**src/rtl/bbc_pkg.sv**
```systemverilog
// Package for the branch and bit-clear execution slice: opcodes, flag positions, cycle counts, carriers.
package bbc_pkg;

  // ****************************************************************
  // Widths and cycle counts
  // ****************************************************************
  localparam int BBC_PC_W = 16;
  localparam logic [3:0] BBC_CLR_CYCLES = 4'h5;
  localparam logic [3:0] BBC_BR_CYCLES = 4'h3;
  localparam logic [15:0] BBC_BR_LEN = 16'h0002;
  localparam logic [7:0] BBC_DIR_HIGH = 8'h00;

  // ****************************************************************
  // Condition flag positions
  // ****************************************************************
  localparam int BBC_FLAG_H = 4;
  localparam int BBC_FLAG_I = 3;
  localparam int BBC_FLAG_N = 2;
  localparam int BBC_FLAG_Z = 1;
  localparam int BBC_FLAG_C = 0;

  // ****************************************************************
  // Opcodes
  // ****************************************************************
  localparam logic [7:0] BBC_OP_CLR_BASE = 8'h11;
  localparam logic [7:0] BBC_OP_CLR_LAST = 8'h1F;
  localparam logic [7:0] BBC_OP_BR_ALWAYS = 8'h20;
  localparam logic [7:0] BBC_OP_BR_NEVER = 8'h21;
  localparam logic [7:0] BBC_OP_BR_UGT = 8'h22;
  localparam logic [7:0] BBC_OP_BR_ULS = 8'h23;
  localparam logic [7:0] BBC_OP_BR_C0 = 8'h24;
  localparam logic [7:0] BBC_OP_BR_C1 = 8'h25;
  localparam logic [7:0] BBC_OP_BR_NE = 8'h26;
  localparam logic [7:0] BBC_OP_BR_EQ = 8'h27;
  localparam logic [7:0] BBC_OP_BR_H0 = 8'h28;
  localparam logic [7:0] BBC_OP_BR_H1 = 8'h29;
  localparam logic [7:0] BBC_OP_BR_POS = 8'h2A;
  localparam logic [7:0] BBC_OP_BR_NEG = 8'h2B;
  localparam logic [7:0] BBC_OP_BR_MC = 8'h2C;
  localparam logic [7:0] BBC_OP_BR_MS = 8'h2D;
  localparam logic [7:0] BBC_OP_BR_IRQ_LO = 8'h2E;
  localparam logic [7:0] BBC_OP_BR_IRQ_HI = 8'h2F;

  // ****************************************************************
  // Carriers
  // ****************************************************************
  typedef struct packed {
    logic [7:0] opcode;
    logic [7:0] operand;
    logic [15:0] pc;
  } bbc_instr_t;

  typedef struct packed {
    logic [15:0] addr;
    logic [7:0] wdata;
  } bbc_mem_t;

  typedef enum logic [2:0] {
    BBC_ST_IDLE = 3'h0,
    BBC_ST_RD = 3'h1,
    BBC_ST_WAIT = 3'h2,
    BBC_ST_WR = 3'h3,
    BBC_ST_BR = 3'h4,
    BBC_ST_DONE = 3'h5
  } bbc_state_t;

endpackage

```
**src/rtl/bbc_cond.sv**
```systemverilog
// Branch condition evaluator for the relative branch opcodes.
`timescale 1ns/1ps

module bbc_cond (
  input wire logic [7:0] opcode_in,
  input wire logic [7:0] flags_in,
  input wire logic irq_pin_in,
  output logic is_branch_out,
  output logic take_out
);

  logic c;
  logic z;
  logic n;
  logic i;
  logic h;

  assign c = flags_in[bbc_pkg::BBC_FLAG_C];
  assign z = flags_in[bbc_pkg::BBC_FLAG_Z];
  assign n = flags_in[bbc_pkg::BBC_FLAG_N];
  assign i = flags_in[bbc_pkg::BBC_FLAG_I];
  assign h = flags_in[bbc_pkg::BBC_FLAG_H];

  always_comb begin
    is_branch_out = 1'b1;
    case (opcode_in)
      bbc_pkg::BBC_OP_BR_ALWAYS: take_out = 1'b1;
      bbc_pkg::BBC_OP_BR_NEVER: take_out = 1'b0;
      bbc_pkg::BBC_OP_BR_UGT: take_out = ~(c | z);
      bbc_pkg::BBC_OP_BR_ULS: take_out = c | z;
      bbc_pkg::BBC_OP_BR_C0: take_out = ~c;
      bbc_pkg::BBC_OP_BR_C1: take_out = c;
      bbc_pkg::BBC_OP_BR_NE: take_out = ~z;
      bbc_pkg::BBC_OP_BR_EQ: take_out = z;
      bbc_pkg::BBC_OP_BR_H0: take_out = ~h;
      bbc_pkg::BBC_OP_BR_H1: take_out = h;
      bbc_pkg::BBC_OP_BR_POS: take_out = ~n;
      bbc_pkg::BBC_OP_BR_NEG: take_out = n;
      bbc_pkg::BBC_OP_BR_MC: take_out = ~i;
      bbc_pkg::BBC_OP_BR_MS: take_out = i;
      bbc_pkg::BBC_OP_BR_IRQ_LO: take_out = ~irq_pin_in;
      bbc_pkg::BBC_OP_BR_IRQ_HI: take_out = irq_pin_in;
      default: begin
        is_branch_out = 1'b0;
        take_out = 1'b0;
      end
    endcase
  end

endmodule

```
**src/rtl/bbc_exec.sv**
```systemverilog
// Execution slice for memory bit clear and relative conditional branches.
`timescale 1ns/1ps

// Operation
// - Bit clear zeroes only bit n of the byte, other bits written back unchanged.
// - Bit clear operand is a direct address, high address byte zero.
// - Bit clear opcodes are 0x11 plus twice n; five cycles each.
// - Taken branch loads PC with instruction address plus 2 plus offset.
// - 0x25 branches on carry one, 0x24 on carry zero.
// - 0x27 branches on zero flag one, 0x26 on zero flag zero.
// - 0x28 branches when half carry is zero.
// - 0x29 branches when half carry is one.
// - 0x22 branches when carry and zero are both zero.
// - After compare, higher-or-same is taken when accumulator is unsigned greater or equal.
// - 0x2B/0x2A test negative one/zero; 0x2D/0x2C test mask one/zero.
// - 0x2F branches on interrupt pin high, 0x2E on pin low.
// - 0x20 always branches; 0x21 never branches but consumes its offset.
// - Branches are two bytes, three cycles, and change no flag.
// - The offset byte is sign-extended before it is added.
// - Flags come from the condition register: H4, I3, N2, Z1, C0.
module bbc_exec (
  input wire logic clock_in,
  input wire logic rst_b_in,
  input wire logic start_in,
  input wire bbc_pkg::bbc_instr_t instr_in,
  input wire logic [7:0] flags_in,
  input wire logic irq_pin_in,
  input wire logic [7:0] mem_rdata_in,
  output logic busy_out,
  output logic done_out,
  output logic illegal_out,
  output logic [15:0] pc_out,
  output logic taken_out,
  output logic mem_rd_out,
  output logic mem_wr_out,
  output bbc_pkg::bbc_mem_t mem_out
);

  // ****************************************************************
  // Declarations
  // ****************************************************************
  bbc_pkg::bbc_state_t state_q;
  bbc_pkg::bbc_state_t state_d;
  bbc_pkg::bbc_instr_t instr_q;
  logic [3:0] cyc_q;
  logic [2:0] bit_sel;
  logic is_clr;
  logic is_br;
  logic take;
  logic irq_s1_q;
  logic irq_s2_q;
  logic irq_s3_q;
  logic irq_level_q;
  logic [15:0] ofs_ext;
  logic [7:0] clr_mask;
  logic [16:0] next_pc_wide;
  logic [16:0] target_pc_wide;
  logic [15:0] next_pc;
  logic [15:0] target_pc;

  // ****************************************************************
  // Interrupt pin synchroniser
  // ****************************************************************
  // The pin is asynchronous; a change is accepted only once stages two and three agree.
  // Every stage resets high, the idle level of the pin, so reset alone never looks like a change.
  always_ff @(posedge clock_in or negedge rst_b_in) begin
    if (!rst_b_in) begin
      irq_s1_q <= 1'b1;
      irq_s2_q <= 1'b1;
      irq_s3_q <= 1'b1;
      irq_level_q <= 1'b1;
    end else begin
      irq_s1_q <= irq_pin_in;
      irq_s2_q <= irq_s1_q;
      irq_s3_q <= irq_s2_q;
      if (irq_s2_q == irq_s3_q) begin
        irq_level_q <= irq_s3_q;
      end
    end
  end

  // ****************************************************************
  // Decode
  // ****************************************************************
  // Bit-clear opcodes are the odd values 0x11..0x1F; bits 3:1 carry n.
  assign is_clr = (instr_in.opcode >= bbc_pkg::BBC_OP_CLR_BASE) &&
                  (instr_in.opcode <= bbc_pkg::BBC_OP_CLR_LAST) && instr_in.opcode[0];

  bbc_cond u_cond (
    .opcode_in(instr_q.opcode),
    .flags_in(flags_in),
    .irq_pin_in(irq_level_q),
    .is_branch_out(is_br),
    .take_out(take)
  );

  // This second evaluator only classifies the incoming opcode. Its flag and pin inputs do not
  // matter, because the branch decision is made one cycle later from the captured instruction.
  logic start_br;
  bbc_cond u_cond_start (
    .opcode_in(instr_in.opcode),
    .flags_in(8'h00),
    .irq_pin_in(1'b0),
    .is_branch_out(start_br),
    .take_out()
  );

  assign bit_sel = instr_q.opcode[3:1];
  assign clr_mask = ~(8'h01 << bit_sel);
  // The offset is signed, so a byte with its top bit set branches backwards.
  assign ofs_ext = {{8{instr_q.operand[7]}}, instr_q.operand};

  // ****************************************************************
  // Branch target arithmetic
  // ****************************************************************
  // Both sums are formed one bit wider and cut on purpose, so a target past the top address wraps.
  assign next_pc_wide = {1'b0, instr_q.pc} + {1'b0, bbc_pkg::BBC_BR_LEN};
  assign next_pc = next_pc_wide[15:0];
  assign target_pc_wide = {1'b0, next_pc} + {1'b0, ofs_ext};
  assign target_pc = target_pc_wide[15:0];

  // ****************************************************************
  // Sequencer
  // ****************************************************************
  always_comb begin
    state_d = state_q;
    case (state_q)
      bbc_pkg::BBC_ST_IDLE: begin
        // A bit clear walks read, wait and write; a branch needs one evaluate cycle only.
        if (start_in && is_clr) begin
          state_d = bbc_pkg::BBC_ST_RD;
        end else if (start_in && start_br) begin
          state_d = bbc_pkg::BBC_ST_BR;
        end
      end
      bbc_pkg::BBC_ST_RD: state_d = bbc_pkg::BBC_ST_WAIT;
      bbc_pkg::BBC_ST_WAIT: state_d = bbc_pkg::BBC_ST_WR;
      bbc_pkg::BBC_ST_WR: state_d = bbc_pkg::BBC_ST_DONE;
      bbc_pkg::BBC_ST_BR: state_d = bbc_pkg::BBC_ST_DONE;
      bbc_pkg::BBC_ST_DONE: begin
        if (cyc_q == 4'h1) begin
          state_d = bbc_pkg::BBC_ST_IDLE;
        end
      end
      default: state_d = bbc_pkg::BBC_ST_IDLE;
    endcase
  end

  always_ff @(posedge clock_in or negedge rst_b_in) begin
    if (!rst_b_in) begin
      state_q <= bbc_pkg::BBC_ST_IDLE;
    end else begin
      state_q <= state_d;
    end
  end

  // Cycle budget: the whole instruction occupies exactly its documented count, start cycle included.
  always_ff @(posedge clock_in or negedge rst_b_in) begin
    if (!rst_b_in) begin
      cyc_q <= 4'h0;
      instr_q <= '0;
    end else if (state_q == bbc_pkg::BBC_ST_IDLE && start_in && (is_clr || start_br)) begin
      instr_q <= instr_in;
      cyc_q <= is_clr ? bbc_pkg::BBC_CLR_CYCLES - 4'h1 : bbc_pkg::BBC_BR_CYCLES - 4'h1;
    end else if (cyc_q != 4'h0) begin
      cyc_q <= cyc_q - 4'h1;
    end
  end

  // ****************************************************************
  // Memory access
  // ****************************************************************
  always_ff @(posedge clock_in or negedge rst_b_in) begin
    if (!rst_b_in) begin
      mem_out <= '0;
      mem_wr_out <= 1'b0;
    end else begin
      mem_wr_out <= 1'b0;
      // The memory answers one cycle after the read strobe, so its data is merged in the wait state.
      if (state_q == bbc_pkg::BBC_ST_WAIT) begin
        mem_out.wdata <= mem_rdata_in & clr_mask;
        mem_wr_out <= 1'b1;
      end
      if (state_d == bbc_pkg::BBC_ST_RD) begin
        mem_out.addr <= {bbc_pkg::BBC_DIR_HIGH, instr_in.operand};
      end
    end
  end

  assign mem_rd_out = (state_q == bbc_pkg::BBC_ST_RD);

  // ****************************************************************
  // Program counter result
  // ****************************************************************
  // Flags are only read here, never written, so branches leave the condition register alone.
  always_ff @(posedge clock_in or negedge rst_b_in) begin
    if (!rst_b_in) begin
      pc_out <= 16'h0000;
      taken_out <= 1'b0;
    end else if (state_q == bbc_pkg::BBC_ST_BR) begin
      taken_out <= take & is_br;
      if (take) begin
        pc_out <= target_pc;
      end else begin
        pc_out <= next_pc;
      end
    end else if (state_q == bbc_pkg::BBC_ST_WAIT) begin
      // A bit clear is two bytes long as well, so it leaves the same next address.
      taken_out <= 1'b0;
      pc_out <= next_pc;
    end
  end

  // ****************************************************************
  // Status outputs
  // ****************************************************************
  // These are decoded from state so the sequencer sees them at once. A start that meets a busy
  // slice is dropped without any flag; only an unknown opcode raises the illegal pulse.
  assign busy_out = (state_q != bbc_pkg::BBC_ST_IDLE);
  assign done_out = (state_q == bbc_pkg::BBC_ST_DONE) && (cyc_q == 4'h1);
  assign illegal_out = (state_q == bbc_pkg::BBC_ST_IDLE) && start_in && !is_clr && !start_br;

endmodule

```
**config.mk**
```make
export PLATFORM = sky130hd
export DESIGN_NAME = bbc_exec
export DESIGN_NICKNAME = d
export VERILOG_FILES = /design/src/rtl/bbc_pkg.sv /design/src/rtl/bbc_cond.sv /design/src/rtl/bbc_exec.sv
export SDC_FILE = /design/constraint.sdc
export NUM_CORES = 1
export LEC_CHECK = 0
export BUFFER_PORTS_ARGS = -buffer_cell sky130_fd_sc_hd__buf_2
export CAP_MARGIN = 30
export CORE_MARGIN = 5
export CORE_UTILIZATION = 50
export CTS_BUF_LIST = sky130_fd_sc_hd__clkbuf_4
export CTS_CLUSTER_SIZE = 8
export DETAILED_ROUTE_END_ITERATION = 6
export GPL_TIMING_DRIVEN = 0
export PLACE_DENSITY = 0.75
export SLEW_MARGIN = 5
export SYNTH_ARGS = -nofsm -noshare
export SYNTH_HDL_FRONTEND = slang
export SYNTH_SLANG_ARGS = --single-unit
```
**constraint.sdc**
```tcl
create_clock -name clock_in -period 3.2 [get_ports clock_in]
set_input_delay 0.64 -clock clock_in [delete_from_list [all_inputs] [get_ports clock_in]]
set_output_delay 0.64 -clock clock_in [all_outputs]
set_load 0.05 [all_outputs]
```
==> results by group <==
Placement
  – GP Congestion: 0.8814
  – Pre-CTS setup slack: 0.05794 ns
  – Detail Placement HPWL: 7.652 mm
  – Placement Cell Area: 0.004870 mm^2
  – Port Buf Inserts: 86
  – Placed Cells: 613

Synth
  – Post-synth EDFFs: 0
  – Register area share after synthesis: 45.44%
  – FFs w/ async S/R, synth: 100.0%
  – #FFs+latches synth: 77
  – Synth top area cells: dfrtp_1, mux2_2, ha_1, nand2_1, o21ai_0
  – Synth unique cells: 47
  – Syn Area/Cell: 10.27 um^2
  – Cell Area, Synth: 0.004252 mm^2
  – Area leader, netlist: dfrtp_1
  – Syn. warnings: 0
  – Cells after Synth: 414
  – Yosys top cell area share: 42.97%
  – Post-synth top flop: dfrtp_1

Global route
  – Largest net degree at the start of global routing: 62
  – Total GRT Usage: 19.82%
  – First-pass GRT wire length: 16.10 mm
  – Vias in the first global route: 3282
  – Remaining Overflow, GRT: 0
  – Initial antenna violation count: 0

Pwr
  – Total Power: 5.298 mW
  – IR Drop Worst-Case VDD: 0.0004339 V
  – Leak Pwr: 2.577 nW
  – Power Dens Cells: 1041 mW/mm^2

Drt
  – Post-route ant nets: 0
  – Iter 0 DRT Violations: 139
  – Routed WL per cell: 15.27 um
  – Vias: 3379
  – DR DRC count: 0
  – Routed WL: 9.681 mm
  – Pre-antenna DRT Iters: 4
  – DR vias/cell: 5.330

Timing
  – Skew final: 0.01837 ns
  – Max_slew headroom: 57.91%
  – Final TNS setup: 0 ns
  – # setup viols final: 0
  – RSZ-0062 raised after global routing: false
  – Fin crit share: 94.00%
  – Worst-margin pin slew: 0.6314 ns
  – Fmax: 0.3324 GHz
  – Hold_ws: 0.05606 ns
  – Crit path time final: 3.008 ns
  – Max-slew violations: 0
  – Final worst slack: 0.1919 ns
  – Final Hold Viols: 0

Setup path
  – Critical path launch point: instr_q[3]
  – Crit path required time: 3.58 ns
  – Reg2reg start: instr_q[3]
  – Critical Path End Type: flop
  – Worst Setup Start Kind: flop
  – Worst Path Arrival: 3.39 ns
  – Crit-path max FO: 6
  – Crit Path Category: reg2reg

Final layout
  – Area delta synth->final: 19.75%
  – Antenna cells: 0
  – Layout cells sized above 1: 32.51%
  – Layout net count: 600
  – Final Util: 61.65%
  – Finished Layout Cells: 634
  – Final instance area: 0.005091 mm^2

Floorplan
  – Initial Utilization: 51.48%
  – Die Wd: 102.2 um
  – Die Ht: 102.2 um
  – Rows: 33
  – Io pins: 98
  – Core area: 0.008258 mm^2
  – Die footprint: 0.01045 mm^2

Hold path
  – Hold crit path type: in2async

Clock network
  – Clk root buf: clkbuf_4
  – Reg clk slew, reported paths: 0.12 ns
  – CTS tree: yes
  – CTS Buf Count: 9
  – Cts hold-fix bufs: 0
  – H-tree Lvls: 3
  – Clk_lat worst skew: 0.44 ns
  – Clock sinks: 77
  – Clock Path Buffers: 2

Run
  – Max Cap Viol: 0

Run status
  – Status: finished clean
## layout by cell type, fill, tap and decap left out, drive strengths merged, types with 2 or more instances in the layout
cell,synthesis,final
nand2,52,52
a21oi,17,17
buf,13,105
bufinv,0,2
nand3,12,12
dfrtp,73,73
a211oi,3,3
ha,23,23
nor3b,2,2
nand2b,5,5
mux2i,4,4
nor2b,3,3
inv,8,10
clkbuf,10,20
o211ai,3,3
mux2,38,38
or3,3,3
a31oi,5,5
xor2,16,16
o21ai,42,42
and2,3,3
nor3,11,11
and3,7,7
nor2,16,16
a21o,7,7
a311oi,2,2
conb,1,8
dfstp,4,4
xnor2,13,13
nand4,3,3
o21bai,3,3
## timing repair
item / 4_1_cts / 5_1_grt
buffers inserted: 0 / 5
gates resized for setup: 0 / 7
endpoints found under the setup margin: 0 / 3
## critical path: stages, from the launching register on
cell and delay, ns:
dfrtp_2 0.41, and4_1 0.27, and3_1 0.20, nand2_1 0.12
nor3_2 0.20, xor2_1 0.24, ha_2 0.37, a21oi_2 0.16
o21ai_0 0.13, a41oi_1 0.20, a21oi_1 0.09, xor2_1 0.17
or3_1 0.32, nand3_1 0.07
## report_power, final
part           internal [mW]  switching, mW  leakage, nW
logic                   1.08           1.86         1.51
clock network          0.332          0.361       0.0876
registers               1.35          0.309        0.976
total                   2.77           2.53         2.58
## sequential cells by signal, summed over array words and instances (netlist names)
signal / count
pc_out: 16
irq_level_q: 1
state_q: 3
irq_s2_q: 1
taken_out: 1
bit_sel: 3
cyc_q: 4
instr_q: 29
irq_s3_q: 1
irq_s1_q: 1
mem_out: 16
mem_wr_out: 1
## per-layer routing
layer	global-route usage [%]	share of wire (%)	vias up
met5	0	0	-
met4	6.963	1.6	0
met3	3.754	6.4	14
met2	31.68	47	97
met1	27.13	45	1598
li1	-	-	1670
## Yosys cell counts, types with 2 or more instances
| master | instances |
|---|---|
| dfrtp_1 | 73 |
| nand2_1 | 52 |
| mux2_2 | 38 |
| o21ai_0 | 30 |
| ha_1 | 23 |
| a21oi_1 | 17 |
| nor2_1 | 16 |
| xor2_1 | 16 |
| xnor2_1 | 13 |
| nand3_1 | 12 |
| o21ai_1 | 12 |
| clkbuf_1 | 10 |
| nor3_1 | 10 |
| buf_4 | 9 |
| inv_1 | 8 |
| a21o_1 | 7 |
| and3_1 | 7 |
| a31oi_1 | 5 |
| nand2b_1 | 5 |
| dfstp_2 | 4 |
| mux2i_1 | 4 |
| a211oi_1 | 3 |
| and2_1 | 3 |
| nand4_1 | 3 |
| nor2b_1 | 3 |
| o211ai_1 | 3 |
| o21bai_1 | 3 |
| or3_1 | 3 |
| buf_2 | 2 |
| buf_6 | 2 |
| nor3b_1 | 2 |
## path summary, 6_finish.rpt
kind / endpoint / cells after the start / slack, ns
min reg2reg: irq_s2_q / 0 / 0.37
min in group clock_in: irq_s1_q / 1 / 0.27
min: pc_out[13] / 1 / 0.06
max reg2reg: pc_out[15] / 13 / 0.19
max: pc_out[15] / 13 / 0.19
max in group asynchronous: irq_s3_q / 2 / 2.55
## cell families after synthesis
family	share of synthesized area [%]
and+or+nand+nor	13.27
AOI/OAI and AO/OA	12.27
DFF	45.44
muxes	11.54
buffers and inverters	3.943
xor gates and xnor gates	5.974
adders and majority gates	7.475
other	0.08820
## cell type report
class | instances | area (um^2)
fill | 716 | 3167
multi-input combinational | 313 | 2191
sequential | 77 | 1934
timing repair buffer | 92 | 498.0
buffer | 23 | 137.6
tap | 105 | 131.4
clock inverter | 6 | 93.84
clock buffer | 10 | 75.07
inverter | 8 | 30.03
Note: power is estimated with default switching activity, not from simulation.
